## src/verilog/ns_indicator_pkg.sv

```systemverilog
// Constants for the network status lamp controller.
// Assumes a single 250 MHz system clock.
package lamp_pattern_pkg;
    localparam int unsigned CLK_HZ = 250000000;
    localparam int unsigned FLASH_HALF_MS = 500;   // Half period of a flash
    localparam int unsigned GROUP_PAUSE_MS = 2000; // Pause between count groups
    localparam int unsigned FLASH_HALF_CYCLES = (CLK_HZ / 1000) * FLASH_HALF_MS;
    localparam int unsigned GROUP_PAUSE_CYCLES = (CLK_HZ / 1000) * GROUP_PAUSE_MS;
    localparam int unsigned MAX_CONNECTIONS = 7;
    localparam int unsigned CONN_COUNT_WIDTH = 3;
    localparam logic [1:0] PROTO_CIP = 2'h0;
    localparam logic [1:0] PROTO_MODBUS = 2'h1;
    localparam logic [1:0] PROTO_PROFINET = 2'h2;
    typedef enum logic [1:0] {
        BLINK_PAUSE = 2'b00,
        BLINK_ON = 2'b01,
        BLINK_OFF = 2'b10
    } blink_state_type;
endpackage

```

## src/verilog/network_status_indicator.sv

```systemverilog
// Network status lamp controller: protocol state to red/green patterns.
// Assumes status inputs synchronous to mclk and held as levels.
// Overview of operation
// RULE1 - CIP: link without connection flashes green
// RULE2 - CIP: valid network and connection, steady green
// RULE3 - Modbus: green blink per connection, 2 s pause
// RULE4 - Modbus: never steady green, dark without connections
// RULE5 - PROFINET: controller in STOP flashes green
// RULE6 - PROFINET: controller in RUN steady green
// RULE7 - PROFINET: dark on duplicate, name mismatch, disconnected
// RULE8 - Address or protocol changed: flash red until reset
// RULE9 - CIP: duplicate IP address shows steady red
// RULE10 - Self-test alternates; CIP timeout flashes red (code flashes red on timeout only while module_status_green is high)
module network_status_indicator #(
    parameter int unsigned FLASH_HALF = lamp_pattern_pkg::FLASH_HALF_CYCLES,
    parameter int unsigned GROUP_PAUSE = lamp_pattern_pkg::GROUP_PAUSE_CYCLES
) (
    input wire logic mclk,
    input wire logic rst_n,
    input wire logic [1:0] protocol_sel,
    input wire logic self_test,
    input wire logic link_up,
    input wire logic cip_conn_open,
    input wire logic cip_conn_timeout,
    input wire logic duplicate_ip,
    input wire logic [lamp_pattern_pkg::CONN_COUNT_WIDTH-1:0] tcp_conn_count,
    input wire logic io_ctrl_connected,
    input wire logic io_ctrl_run,
    input wire logic name_mismatch,
    input wire logic config_changed,
    input wire logic module_status_green,
    output logic lamp_green,
    output logic lamp_red
);
    logic [31:0] flash_cnt_reg;
    logic flash_phase_reg;
    logic change_latched_reg;
    lamp_pattern_pkg::blink_state_type blink_reg;
    logic [31:0] blink_cnt_reg;
    logic [lamp_pattern_pkg::CONN_COUNT_WIDTH-1:0] blinks_left_reg;
    logic green_next;
    logic red_next;
    logic flash_tick;

    assign flash_tick = (flash_cnt_reg == FLASH_HALF - 1);

    // Free running flash base, shared so red and green stay in phase
    always_ff @(posedge mclk or negedge rst_n) begin
        if (!rst_n) begin
            flash_cnt_reg <= '0;
            flash_phase_reg <= 1'b0;
        end else if (flash_tick) begin
            flash_cnt_reg <= '0;
            flash_phase_reg <= ~flash_phase_reg;
        end else begin
            flash_cnt_reg <= flash_cnt_reg + 32'h1;
        end
    end

    // Change request sticks; only a power cycle (reset) clears it
    always_ff @(posedge mclk or negedge rst_n) begin
        if (!rst_n) begin
            change_latched_reg <= 1'b0;
        end else if (config_changed) begin
            change_latched_reg <= 1'b1; // [RULE8]
        end
    end

    // Connection count sequencer: N half-period blinks then long pause
    // Count loads only as a pause ends; a change mid-group shows next group
    always_ff @(posedge mclk or negedge rst_n) begin
        if (!rst_n) begin
            blink_reg <= lamp_pattern_pkg::BLINK_PAUSE;
            blink_cnt_reg <= '0;
            blinks_left_reg <= '0;
        end else begin
            case (blink_reg)
                lamp_pattern_pkg::BLINK_PAUSE: begin
                    if (blink_cnt_reg >= GROUP_PAUSE - 1) begin
                        blink_cnt_reg <= '0;
                        if (tcp_conn_count != '0) begin // [RULE3]
                            blinks_left_reg <= tcp_conn_count;
                            blink_reg <= lamp_pattern_pkg::BLINK_ON;
                        end
                    end else begin
                        blink_cnt_reg <= blink_cnt_reg + 32'h1;
                    end
                end
                lamp_pattern_pkg::BLINK_ON: begin
                    if (blink_cnt_reg == FLASH_HALF - 1) begin
                        blink_cnt_reg <= '0;
                        blinks_left_reg <= blinks_left_reg - 3'h1;
                        blink_reg <= lamp_pattern_pkg::BLINK_OFF;
                    end else begin
                        blink_cnt_reg <= blink_cnt_reg + 32'h1;
                    end
                end
                lamp_pattern_pkg::BLINK_OFF: begin
                    if (blinks_left_reg == '0) begin
                        blink_cnt_reg <= '0;
                        blink_reg <= lamp_pattern_pkg::BLINK_PAUSE; // [RULE3]
                    end else if (blink_cnt_reg == FLASH_HALF - 1) begin
                        blink_cnt_reg <= '0;
                        blink_reg <= lamp_pattern_pkg::BLINK_ON;
                    end else begin
                        blink_cnt_reg <= blink_cnt_reg + 32'h1;
                    end
                end
                default: begin
                    blink_reg <= lamp_pattern_pkg::BLINK_PAUSE;
                    blink_cnt_reg <= '0;
                end
            endcase
        end
    end

    // Pattern selection; self-test and change latch override protocol state
    always_comb begin
        green_next = 1'b0;
        red_next = 1'b0;
        if (self_test) begin
            green_next = flash_phase_reg; // [RULE10]
            red_next = ~flash_phase_reg;
        end else if (change_latched_reg) begin
            red_next = flash_phase_reg; // [RULE8]
        end else begin
            case (protocol_sel)
                lamp_pattern_pkg::PROTO_CIP: begin
                    if (duplicate_ip) begin
                        red_next = 1'b1; // [RULE9]
                    end else if (cip_conn_timeout && module_status_green) begin
                        red_next = flash_phase_reg; // [RULE10]
                    end else if (link_up && cip_conn_open) begin
                        green_next = 1'b1; // [RULE2]
                    end else if (link_up) begin
                        green_next = flash_phase_reg; // [RULE1]
                    end
                end
                lamp_pattern_pkg::PROTO_MODBUS: begin
                    // Only the blink sequencer drives green here [RULE4]
                    green_next = link_up && (tcp_conn_count != '0) && (blink_reg == lamp_pattern_pkg::BLINK_ON);
                end
                lamp_pattern_pkg::PROTO_PROFINET: begin
                    if (duplicate_ip || name_mismatch || !io_ctrl_connected) begin
                        green_next = 1'b0; // [RULE7]
                    end else if (io_ctrl_run) begin
                        green_next = 1'b1; // [RULE6]
                    end else begin
                        green_next = flash_phase_reg; // [RULE5]
                    end
                end
                default: begin
                    green_next = 1'b0;
                end
            endcase
        end
    end

    // Registered lamp drive avoids glitches on the pins
    always_ff @(posedge mclk or negedge rst_n) begin
        if (!rst_n) begin
            lamp_green <= 1'b0;
            lamp_red <= 1'b0;
        end else begin
            lamp_green <= green_next;
            lamp_red <= red_next;
        end
    end

    // Pattern checks; inputs sampled at one edge show on the lamps at the next
    never_both_a: assert property (@(posedge mclk) disable iff (!rst_n) // [RULE10]
        !(lamp_green && lamp_red)) else $error("both lamps lit");
    selftest_alt_a: assert property (@(posedge mclk) disable iff (!rst_n) // [RULE10]
        self_test |=> (lamp_green != lamp_red)) else $error("self-test not alternating");
    change_red_a: assert property (@(posedge mclk) disable iff (!rst_n) // [RULE8]
        (change_latched_reg && !self_test) |=> !lamp_green) else $error("green during change");
    change_sticky_a: assert property (@(posedge mclk) disable iff (!rst_n) // [RULE8]
        change_latched_reg |=> change_latched_reg) else $error("change latch cleared");
    cip_dup_a: assert property (@(posedge mclk) disable iff (!rst_n) // [RULE9]
        (!self_test && !change_latched_reg && protocol_sel == lamp_pattern_pkg::PROTO_CIP && duplicate_ip)
        |=> lamp_red) else $error("no steady red on duplicate");
    cip_steady_a: assert property (@(posedge mclk) disable iff (!rst_n) // [RULE2]
        (!self_test && !change_latched_reg && protocol_sel == lamp_pattern_pkg::PROTO_CIP && !duplicate_ip
        && !(cip_conn_timeout && module_status_green) && link_up && cip_conn_open) |=> lamp_green)
        else $error("no steady green in cip");
    pn_dark_a: assert property (@(posedge mclk) disable iff (!rst_n) // [RULE7]
        (!self_test && protocol_sel == lamp_pattern_pkg::PROTO_PROFINET && !io_ctrl_connected)
        |=> !lamp_green) else $error("green without controller");
    pn_run_a: assert property (@(posedge mclk) disable iff (!rst_n) // [RULE6]
        (!self_test && !change_latched_reg && protocol_sel == lamp_pattern_pkg::PROTO_PROFINET
        && io_ctrl_connected && io_ctrl_run && !duplicate_ip && !name_mismatch) |=> lamp_green)
        else $error("no steady green in run");
    mb_dark_a: assert property (@(posedge mclk) disable iff (!rst_n) // [RULE4]
        (!self_test && protocol_sel == lamp_pattern_pkg::PROTO_MODBUS && tcp_conn_count == '0)
        |=> !lamp_green) else $error("green without tcp connection");
    mb_gap_a: assert property (@(posedge mclk) disable iff (!rst_n) // [RULE4]
        (!self_test && protocol_sel == lamp_pattern_pkg::PROTO_MODBUS && blink_reg != lamp_pattern_pkg::BLINK_ON)
        |=> !lamp_green) else $error("modbus green outside blink");
    mb_on_len_a: assert property (@(posedge mclk) disable iff (!rst_n) // [RULE4]
        (blink_reg == lamp_pattern_pkg::BLINK_ON && blink_cnt_reg == FLASH_HALF - 1)
        |=> blink_reg == lamp_pattern_pkg::BLINK_OFF) else $error("modbus blink too long");
    mb_pause_a: assert property (@(posedge mclk) disable iff (!rst_n) // [RULE3]
        (blink_reg == lamp_pattern_pkg::BLINK_OFF && blinks_left_reg == '0) |=>
        blink_reg == lamp_pattern_pkg::BLINK_PAUSE) else $error("no pause after group");
    flash_green_a: assert property (@(posedge mclk) disable iff (!rst_n) // [RULE1]
        (!self_test && !change_latched_reg && protocol_sel == lamp_pattern_pkg::PROTO_CIP && link_up
        && !cip_conn_open && !duplicate_ip && !cip_conn_timeout) |=> (lamp_green == $past(flash_phase_reg)))
        else $error("cip link flash wrong");
    pn_stop_a: assert property (@(posedge mclk) disable iff (!rst_n) // [RULE5]
        (!self_test && !change_latched_reg && protocol_sel == lamp_pattern_pkg::PROTO_PROFINET
        && io_ctrl_connected && !io_ctrl_run && !duplicate_ip && !name_mismatch)
        |=> (lamp_green == $past(flash_phase_reg))) else $error("stop flash wrong");

    // Main scenarios that the bench is expected to reach
    selftest_c: cover property (@(posedge mclk) disable iff (!rst_n) self_test && lamp_red ##1 lamp_green);
    mb_group_c: cover property (@(posedge mclk) disable iff (!rst_n)
        blink_reg == lamp_pattern_pkg::BLINK_OFF ##1 blink_reg == lamp_pattern_pkg::BLINK_ON);
    change_c: cover property (@(posedge mclk) disable iff (!rst_n) change_latched_reg && lamp_red);
    pn_run_c: cover property (@(posedge mclk) disable iff (!rst_n)
        protocol_sel == lamp_pattern_pkg::PROTO_PROFINET && lamp_green);
    cip_timeout_c: cover property (@(posedge mclk) disable iff (!rst_n)
        protocol_sel == lamp_pattern_pkg::PROTO_CIP && cip_conn_timeout && module_status_green && lamp_red);
endmodule

```

## config.mk

```make
export PLATFORM = sky130hd
export DESIGN_NAME = network_status_indicator
export DESIGN_NICKNAME = d
export VERILOG_FILES = /design/src/verilog/ns_indicator_pkg.sv /design/src/verilog/network_status_indicator.sv
export SDC_FILE = /design/constraint.sdc
export NUM_CORES = 1
export LEC_CHECK = 0
export ABC_CLOCK_PERIOD_IN_PS = 4600
export BUFFER_PORTS_ARGS = -buffer_cell sky130_fd_sc_hd__buf_2
export CAP_MARGIN = 15
export CORE_UTILIZATION = 40
export DETAILED_ROUTE_END_ITERATION = 8
export SYNTH_ARGS = -nofsm -noshare
export SYNTH_HDL_FRONTEND = slang
export SYNTH_SLANG_ARGS = --single-unit
```

## constraint.sdc

```tcl
create_clock -name mclk -period 4.6 [get_ports mclk]
set_clock_uncertainty 0.1 [all_clocks]
set_input_delay 0 -clock mclk [delete_from_list [all_inputs] [get_ports mclk]]
set_output_delay 0 -clock mclk [all_outputs]
set_load 0.02 [all_outputs]
```

==> flow_metrics.tcl, run 1 <==
set metrics [dict create \
    worstMarginPinSlew_ns 0.924 \
    slew_viol_final 0 \
    cts_buffers 9 \
    switchingPower_mw 0.257 \
    fin_crit_ns 2.76 \
    path_cells "ha_1, nand4_2, or2_4, nor3_1, a2bb2oi_4, mux2_4" \
    grt_antenna_before_repair 0 \
    worstPathMaxFanout 33 \
    cp_slowest_cell "a2bb2oi_4" \
    clk_path_buf_depth 2 \
    grt.overflow.total 0 \
    dp_hpwl_um 5040 \
    ys_ff_latch 73 \
    cts_tree "done" \
    netlist_area_um2 3840 \
    drt_first_pass_iters 4 \
    synth.yosys.seq_area_share_pct 47.6 \
    slowest_delay_ns 0.67 \
    critPathKind "flop to flop" \
    via_per_inst 5.20 \
    reg2reg_from "blink_cnt_reg[0]$_DFF_PN0_" \
    critical_path_buf_inv_count 0 \
    rsz0062_at_grt "false" \
    synth_edf_count 0 \
    postRouteAntennaNets 0 \
    setup-tns-final_ns 0 \
    diodes 0 \
    p_comb_share_pct 2.7 \
    pre_cts_ws_ns 1.82 \
    cp-start-kind "flop" \
    synth_top_area_cell "dfrtp_1" \
    final_hold_viol_count 0 \
    core_um2 9280 \
    ys_async_sr_fraction_pct 100 \
    final_common_cell "dfrtp_1" \
    clk_pin_slew_ns 0.08 \
    nets 441 \
    track_usage_pct 16.3 \
    leakagePower_nw 1.89 \
    cp.arrival_ns 2.90 \
    endpoint_kind "flop" \
    p_total_mw 1.27 \
    synth_area_leaders "dfrtp_1, xor2_1, xnor2_1" \
    die_h_um 99.9 \
    yosysWarningCount 0 \
    slew_headroom_pct 38.4 \
    syn_nets 408 \
    hold_path.class "input port to async pin" \
    switching_share_pct 20.2 \
    layout-drive-gt1-share_pct 12.5 \
    pwr_density_cell_nw_per_um2 290 \
    ios 19 \
    die_width_um 99.9 \
    synthToLayoutAreaGrowth_pct 14.2 \
    grt_first_pass_wirelength_um 13200 \
    post_drt_wl_per_cell_um 13.6 \
    drt_iter0_drc 154 \
    die_area_um2 9990 \
    start_util_pct 41.3 \
    via_count 2876 \
    syn_area_per_cell_um2 9.91 \
    synth-main-ff-cell "dfrtp_1" \
    drv_cap 0 \
    final-setup-viol-count 0 \
    clock-sinks 73 \
    synth_top_area_share_pct 47.6 \
    crit_family "simple AND/OR/NAND/NOR gates" \
    synthCells 387 \
    fmax_ghz 0.362 \
    cts-htree-levels 3 \
    grt_pass1_vias 2822 \
    num_rows 35 \
    portBuffers 18 \
    clockRootBuffer "clkbuf_8" \
    clk-insertion-delay-late_ns 0.34 \
    cell_internal_pwr_mw 1.01 \
    drc 0 \
    cp_data_required_time_ns 4.73 \
    gp_congestion 0.767 \
    clockPowerShare_pct 46.7 \
    most-common-layout-cells "dfrtp_1, nor2_1, xor2_1" \
    totalWireLength_um 7530 \
    layout_setup_ws_ns 1.84 \
    fin_crit_sh_pct 60.1 \
    ir_drop_uv 171 \
    grt_max_degree 74 \
    seqPwrFrac_pct 50.5 \
    synthDistinctLibCells 50 \
    cp-startpoint "blink_cnt_reg[0]$_DFF_PN0_" \
    status "finished, final reports clean" \
]
power groups by stage:
stage               sequential, mW  combinational, mW  clock [mW]
floorplan                    0.655            0.00562           0
global placement             0.654             0.0295           0
detailed placement           0.654             0.0299           0
CTS                          0.642             0.0359       0.611
global route                 0.642             0.0395       0.637
finish                       0.642             0.0347       0.593
logic make-up after synthesis:
| group | synth area share (%) |
|---|---|
| simple gates | 28.6 |
| flops | 47.6 |
| xor+xnor | 14.2 |
| compound gates | 4.70 |
| buf+inv | 2.45 |
| mux | 1.21 |
| fa+ha+maj | 1.30 |
cell usage after synthesis (all sizes together), types with 4 or more instances:
cell / number
nor4b: 4
xor2: 32
xnor2: 30
nand4: 18
and4: 4
nor4: 16
nand3: 29
dfrtp: 73
and3: 10
buf: 6
inv: 10
nand2: 20
nor3: 21
nor2: 62
a21oi: 7
ha: 4
per-stage QoR:
step	hold WS [ns]	utilization [%]	instances	area (um^2)
floorplan	-0.396	-	387	3840
global placement	0.0894	43.6	528	4050
detailed placement	0.0946	43.6	528	4050
CTS	0.258	47.2	553	4380
global route	0.276	47.2	553	4380
finish	0.245	47.2	553	4380
cell type report:
class | count | area, um^2
fill | 885 | 4900
tap | 129 | 161
clock buffer | 10 | 128
clock inverter | 5 | 105
sequential | 73 | 1830
multi-input combinational | 296 | 1920
timing repair buffer | 30 | 208
inverter | 10 | 37.5
repair_timing:
action                    4_1_cts  5_1_grt
setup buffers                   0        0
hold endpoints to repair       79        0
hold buffers                   10        0
resized for setup               0        0
metal layers:
metal  up-vias  wire [um]  track usage, %
li1       1421          -               -
met4         0         75            4.64
met1      1394       3780            23.0
met3         9        304            3.34
met5         -          0               0
met2        52       3370            25.4
worst paths after layout:
kind | end | slack [ns] | depth (start not counted)
worst max-delay path | blink_reg[0]$_DFFE_PN0P_ | 1.84 | 6
worst min-delay path | blink_cnt_reg[1]$_DFF_PN0_ | 0.25 | 2
worst max register to register | blink_reg[0]$_DFFE_PN0P_ | 1.84 | 6
worst min register to register | flash_cnt_reg[4]$_DFF_PN0_ | 0.38 | 1
max in group asynchronous | blink_cnt_reg[29]$_DFF_PN0_ | 3.57 | 2
min in group mclk | change_latched_reg$_DFFE_PN0P_ | 0.27 | 3
worst register-to-register path, stage by stage (launching register included):
cell	delay (ns)
dfrtp_1	0.39
ha_1	0.24
nand4_2	0.18
or2_4	0.28
nor3_1	0.44
a2bb2oi_4	0.67
mux2_4	0.35
(Power assumes the default switching activity.)
==> inputs of run 2 (changes only) <==
--- a/config.mk
+++ b/config.mk
@@ -5,7 +5,8 @@
 export SDC_FILE = /design/constraint.sdc
 export NUM_CORES = 1
 export LEC_CHECK = 0
-export ABC_CLOCK_PERIOD_IN_PS = 4600
+export ABC_AREA = 1
+export ABC_CLOCK_PERIOD_IN_PS = 2710
 export BUFFER_PORTS_ARGS = -buffer_cell sky130_fd_sc_hd__buf_2
 export CAP_MARGIN = 15
 export CORE_UTILIZATION = 40
==> constraint.sdc (replaced) <==
create_clock -name mclk -period 2.71 [get_ports mclk]
set_clock_uncertainty 0.1 [all_clocks]
set_input_delay 0 -clock mclk [delete_from_list [all_inputs] [get_ports mclk]]
set_output_delay 0 -clock mclk [all_outputs]
set_load 0.02 [all_outputs]
==> flow_metrics.tcl, run 2 <==
set metrics [dict create \
    fmax_ghz 0.463 \
    dp_hpwl_um 7920 \
    postCtsResizedCells 0 \
    via_count 3991 \
    slew_viol_final 0 \
    synthAdderAreaFrac_pct 1.09 \
    clk-insertion-delay-late_ns 0.33 \
    start_util_pct 41.7 \
    cp.arrival_ns 2.26 \
    synth_area_leaders "dfrtp_1, nand2_1, nor2_1" \
    synth.yosys.seq_area_share_pct 39.7 \
    drc 0 \
    synth_common_cells "nand2_1, nor2_1, inv_1, dfrtp_1, nand3_1" \
    grt_first_pass_wirelength_um 18000 \
    worstPathMaxFanout 17 \
    slew_headroom_pct 39.3 \
    nets 690 \
    num_rows 38 \
    grtUsageMet3_pct 4.39 \
    rsz0062_at_grt "false" \
    final-setup-viol-count 0 \
    pre_cts_ws_ns 0.547 \
    cp_slowest_cell "dfrtp_1" \
    final_common_cell "nand2_1" \
    synth_top_area_share_pct 39.7 \
    synthCells 634 \
    portBuffers 18 \
    path_cells "ha_1, nand2_1, nor2_2, nand3_1, nor3_1, nand2_1, inv_2, nor2_1" \
    die_width_um 109 \
    synth_top_family_by_area "simple AND/OR/NAND/NOR gates" \
    slowest_delay_ns 0.41 \
    ir_drop_uv 339 \
    yosysMostFrequentCell "nand2_1" \
    final_hold_viol_count 0 \
    cp-start-kind "flop" \
    synth_edf_count 0 \
    grt_pass1_vias 3919 \
    grt.overflow.total 0 \
    grt_max_degree 74 \
    fillCellCount 1098 \
    synthDistinctLibCells 34 \
    pwr_density_cell_nw_per_um2 449 \
    grt_util_met1_pct 24.8 \
    yosysWarningCount 0 \
    layout_setup_ws_ns 0.552 \
    clockRootBuffer "clkbuf_16" \
    cts-htree-levels 3 \
    worst_r2r_path_depth 8 \
    die_area_um2 11900 \
    ios 19 \
    clock-sinks 73 \
    multiInputGateArea_um2 2400 \
    synth.area.mux_share_pct 0 \
    grt_util_met2_pct 32.6 \
    layout-drive-gt1-share_pct 10.1 \
    grt_antenna_before_repair 0 \
    critPathKind "flop to flop" \
    timing.rr.end "flash_cnt_reg[21]$_DFF_PN0_" \
    synth-simple-area-share_pct 39.1 \
    die_h_um 109 \
    diodes 0 \
    cts_tree "done" \
    cp-startpoint "flash_cnt_reg[0]$_DFF_PN0_" \
    status "finished, final reports clean" \
    cts_buffers 9 \
    fin_crit_sh_pct 79.6 \
    path_common_cell "nand2_1" \
    track_usage_pct 19.5 \
    reg2reg_slack_ns 0.55 \
    busiest_layer "met2" \
    netlist_area_um2 4600 \
    hold_buffers 10 \
    drt_iter0_drc 218 \
    ys_async_sr_fraction_pct 100 \
    synthToLayoutAreaGrowth_pct 13.5 \
    drt_first_pass_iters 5 \
    synth_top_area_cell "dfrtp_1" \
    drv_cap 0 \
    hold_path.class "input port to async pin" \
    syn_nets 655 \
    synth-main-ff-cell "dfrtp_1" \
    post_drt_wl_per_cell_um 13.0 \
    ff_latch_area_um2 1830 \
    leakagePower_nw 2.33 \
    synthXorXnorAreaFrac_pct 9.89 \
    most-common-layout-cells "nand2_1, nor2_1, inv_1" \
    endpoint_kind "flop" \
    core_um2 11000 \
    worstMarginPinSlew_ns 0.911 \
    reg2reg_from "flash_cnt_reg[0]$_DFF_PN0_" \
    setup-tns-final_ns 0 \
    clk_pin_slew_ns 0.06 \
    postRouteAntennaNets 0 \
    gp_congestion 0.922 \
    ys_ff_latch 73 \
    synth_compound_area_share_pct 1.96 \
    totalWireLength_um 10600 \
    cp_data_required_time_ns 2.81 \
    post_cts_buffers 0 \
    via_per_inst 4.90 \
    clk_path_buf_depth 2 \
    fin_crit_ns 2.16 \
    syn_area_per_cell_um2 7.26 \
]
-- run 2: cell count changes in the layout (fill, tap and decap cells not counted), moves of 9 or more --
cell       previous run  this run
nor2_4                0        12
xnor2_1              30        13
nor3_1               19        41
inv_1                10        81
nor2_1               62       113
nand3_1              28        42
nor4_1               15         1
nand2_1              20       159
clkbuf_16             0         9
-- run 2: worst max path at each step --
stage | endpoint | cells after the start
6_report | flash_cnt_reg[21]$_DFF_PN0_ | 8
5_1_grt | flash_cnt_reg[21]$_DFF_PN0_ | 8
2_1_floorplan | blink_cnt_reg[8]$_DFF_PN0_ | 12
3_5_place_dp | flash_cnt_reg[21]$_DFF_PN0_ | 8
4_1_cts | flash_cnt_reg[21]$_DFF_PN0_ | 8
3_3_place_gp | flash_cnt_reg[26]$_DFF_PN0_ | 8
-- run 2: cell type report --
class	instances	share of cell area, %
Clock buffer	11	4.84
Timing Repair Buffer	28	3.69
Multi-Input combinational cell	470	45.8
Inverter	87	6.30
Sequential cell	73	35.0
Clock inverter	5	1.03
Tap cell	140	3.35
-- run 2: worst max-delay path, delay by kind of cell (launching register included) --
kind | cells | cell delay, ns
and+or+nand+nor | 6 | 0.98
buffers and inverters | 1 | 0.27
adders and majority gates | 1 | 0.25
DFF | 1 | 0.41
-- run 2: kinds of logic (layout without fill, tap and decap cells) --
kind of cell	Yosys count	count (layout)
compound gates	17	17
xor+xnor	52	52
fa+ha+maj	4	4
buf+inv	91	131
flops	73	73
simple gates	397	397
-- run 2: power breakdown --
group          switching, mW  internal (mW)  total, mW  leakage (nW)
Sequential          0.000153           1.09       1.09         0.979
Clock                  0.446          0.759       1.20         0.155
Combinational         0.0318         0.0206     0.0525          1.20
Total                  0.478           1.87       2.35          2.33
-- run 2: routing by layer --
metal  vias to the layer above  wire, um  part of all wire, %
li1                       2037         -                    -
met1                      1853      4840                   46
met2                        80      5160                   49
met3                        21       306                  2.9
met4                         0       242                  2.3
met5                         -         0                    0
-- run 2: per-stage QoR --
step / utilization [%] / area (um^2) / instances / power (mW) / hold slack (ns)
floorplan: - / 4600 / 634 / 1.12 / -0.396
global placement: 43.7 / 4820 / 788 / 1.15 / 0.0864
detailed placement: 43.7 / 4820 / 788 / 1.16 / 0.0955
CTS: 47.4 / 5230 / 814 / 2.39 / 0.280
global route: 47.4 / 5230 / 814 / 2.43 / 0.324
finish: 47.4 / 5230 / 814 / 2.35 / 0.239
==> inputs of run 3 (changes only) <==
--- a/config.mk
+++ b/config.mk
@@ -6,7 +6,7 @@
 export NUM_CORES = 1
 export LEC_CHECK = 0
 export ABC_AREA = 1
-export ABC_CLOCK_PERIOD_IN_PS = 2710
+export ABC_CLOCK_PERIOD_IN_PS = 1700
 export BUFFER_PORTS_ARGS = -buffer_cell sky130_fd_sc_hd__buf_2
 export CAP_MARGIN = 15
 export CORE_UTILIZATION = 40
==> constraint.sdc (replaced) <==
create_clock -name mclk -period 1.7 [get_ports mclk]
set_clock_uncertainty 0.1 [all_clocks]
set_input_delay 0 -clock mclk [delete_from_list [all_inputs] [get_ports mclk]]
set_output_delay 0 -clock mclk [all_outputs]
set_load 0.02 [all_outputs]
==> flow_metrics.tcl, run 3 (same netlist as run 2, synthesis figures left out) <==
set metrics [dict create \
    gp_congestion 0.915 \
    leakagePower_nw 2.85 \
    cp_data_required_time_ns 1.83 \
    start_util_pct 41.7 \
    postRouteAntennaNets 0 \
    track_usage_pct 21.9 \
    grt_antenna_before_repair 0 \
    worstPathMaxFanout 7 \
    timing.rr.end "blink_cnt_reg[25]$_DFF_PN0_" \
    cts-htree-levels 3 \
    ff_latch_area_um2 1830 \
    layout-drive-gt1-share_pct 31.5 \
    nets 777 \
    ios 19 \
    cts_buffers 9 \
    endpoint "blink_cnt_reg[25]$_DFF_PN0_" \
    final_hold_viol_count 0 \
    pwr_density_cell_nw_per_um2 658 \
    grt_pass1_vias 4386 \
    path_cells "nor3_2, nand3b_1, nor2_1, nand2_2, nand2_4, nand2_4, inv_8, clkbuf_16, nor2_1" \
    status "finished, violations left" \
    core_um2 11000 \
    clk-insertion-delay-late_ns 0.34 \
    clock-sinks 73 \
    hold_path.class "input port to async pin" \
    drt_iter0_drc 303 \
    cp.depth 9 \
    reg2reg_slack_ns -0.05 \
    ir_drop_uv 559 \
    die_area_um2 11900 \
    slew_viol_final 0 \
    synthToLayoutAreaGrowth_pct 39.8 \
    dp_hpwl_um 8930 \
    layout_setup_ws_ns -0.0478 \
    fin_crit_sh_pct 103 \
    drc 0 \
    grt_max_degree 39 \
    rsz0062_at_grt "true" \
    crit_family "simple AND/OR/NAND/NOR gates" \
    grt.overflow.total 0 \
    cp_slowest_cell "dfrtp_1" \
    worstMarginPinSlew_ns 0.526 \
    postLayoutCoreUtil_pct 58.3 \
    stdcell_area_um2 6430 \
    totalWireLength_um 12500 \
    cp.arrival_ns 1.88 \
    cp-start-kind "flop" \
    diodes 0 \
    fillCellCount 969 \
    violations "negative setup slack" \
    via_count 4420 \
    reg2reg_from "blink_cnt_reg[31]$_DFF_PN0_" \
    die_h_um 109 \
    grt_first_pass_wirelength_um 20100 \
    final_common_cell "nand2_1" \
    num_rows 38 \
    critical_path_buf_inv_count 2 \
    fin_crit_ns 1.75 \
    most-common-layout-cells "nand2_1, inv_1, buf_4" \
    setup-tns-final_ns -0.432 \
    p_total_mw 4.23 \
    endpoint_kind "flop" \
    final-setup-viol-count 19 \
    cts_tree "done" \
    critPathKind "flop to flop" \
    worst_r2r_path_depth 9 \
    cp-startpoint "blink_cnt_reg[31]$_DFF_PN0_" \
    multiInputGateArea_um2 2760 \
    clk_pin_slew_ns 0.06 \
    drv_cap 0 \
    clockRootBuffer "clkbuf_16" \
    die_width_um 109 \
    post_drt_wl_per_cell_um 13.9 \
    clk_path_buf_depth 2 \
    slowest_delay_ns 0.43 \
    dpl_cell_area_um2 5440 \
    via_per_inst 4.91 \
    slew_headroom_pct 64.9 \
    drt_first_pass_iters 5 \
    portBuffers 18 \
    fmax_ghz 0.572 \
]
==> run 3: cell count changes in the layout (fill, tap and decap cells not counted), moves of 11 or more <==
| cell | before | now |
|---|---|---|
| nand2_1 | 159 | 148 |
| nor2_4 | 12 | 23 |
| nor3_2 | 2 | 17 |
| nor2_1 | 113 | 70 |
| nor2_2 | 2 | 34 |
| buf_4 | 1 | 78 |
| nor3_1 | 41 | 25 |
==> run 3: layer usage <==
layer / routed length, um / up-vias / GRT usage, %
met5: 0 / - / 0
met4: 397 / 0 / 11.5
met3: 484 / 30 / 5.63
met2: 6290 / 94 / 36.1
met1: 5370 / 2085 / 26.1
li1: - / 2211 / -
==> run 3: stage by stage <==
| step | instances | setup WS, ns | hold slack [ns] |
|---|---|---|---|
| 6_report | 901 | -0.0478 | 0.0674 |
| 5_1_grt | 901 | -0.145 | 0.131 |
| 4_1_cts | 891 | -0.00103 | 0.0761 |
| 3_5_place_dp | 861 | -0.124 | -0.0898 |
| 3_3_place_gp | 861 | -0.139 | -0.0863 |
| 2_1_floorplan | 634 | -0.00421 | -0.396 |
==> run 3: cell type report <==
cell class,count,area share (%)
Multi-Input combinational cell,470,42.9
Sequential cell,73,28.5
Timing Repair Buffer,115,14.7
Inverter,87,5.27
Clock buffer,11,3.93
Tap cell,140,2.72
Clock inverter,5,1.94
==> run 3: worst min path at each step <==
stage | start | endpoint | depth (start not counted)
finish | rst_n | blink_cnt_reg[11]$_DFF_PN0_ | 2
global route | rst_n | blink_cnt_reg[11]$_DFF_PN0_ | 2
CTS | rst_n | blink_cnt_reg[11]$_DFF_PN0_ | 2
detailed placement | rst_n | blink_cnt_reg[11]$_DFF_PN0_ | 1
global placement | rst_n | blink_cnt_reg[11]$_DFF_PN0_ | 1
floorplan | rst_n | blink_cnt_reg[0]$_DFF_PN0_ | 0
==> run 3: timing repair <==
item	CTS	global route
resized for setup	11	95
endpoints found under the hold margin	61	0
pin swaps	0	22
gates cloned	0	3
setup buffers	1	7
setup endpoints to repair	35	63
hold buffers	13	0
==> run 3: power breakdown <==
part | total, mW | internal, mW | switching (mW)
clock network | 2.40 | 1.66 | 0.737
logic | 0.0981 | 0.0434 | 0.0547
registers | 1.74 | 1.74 | 0.000301
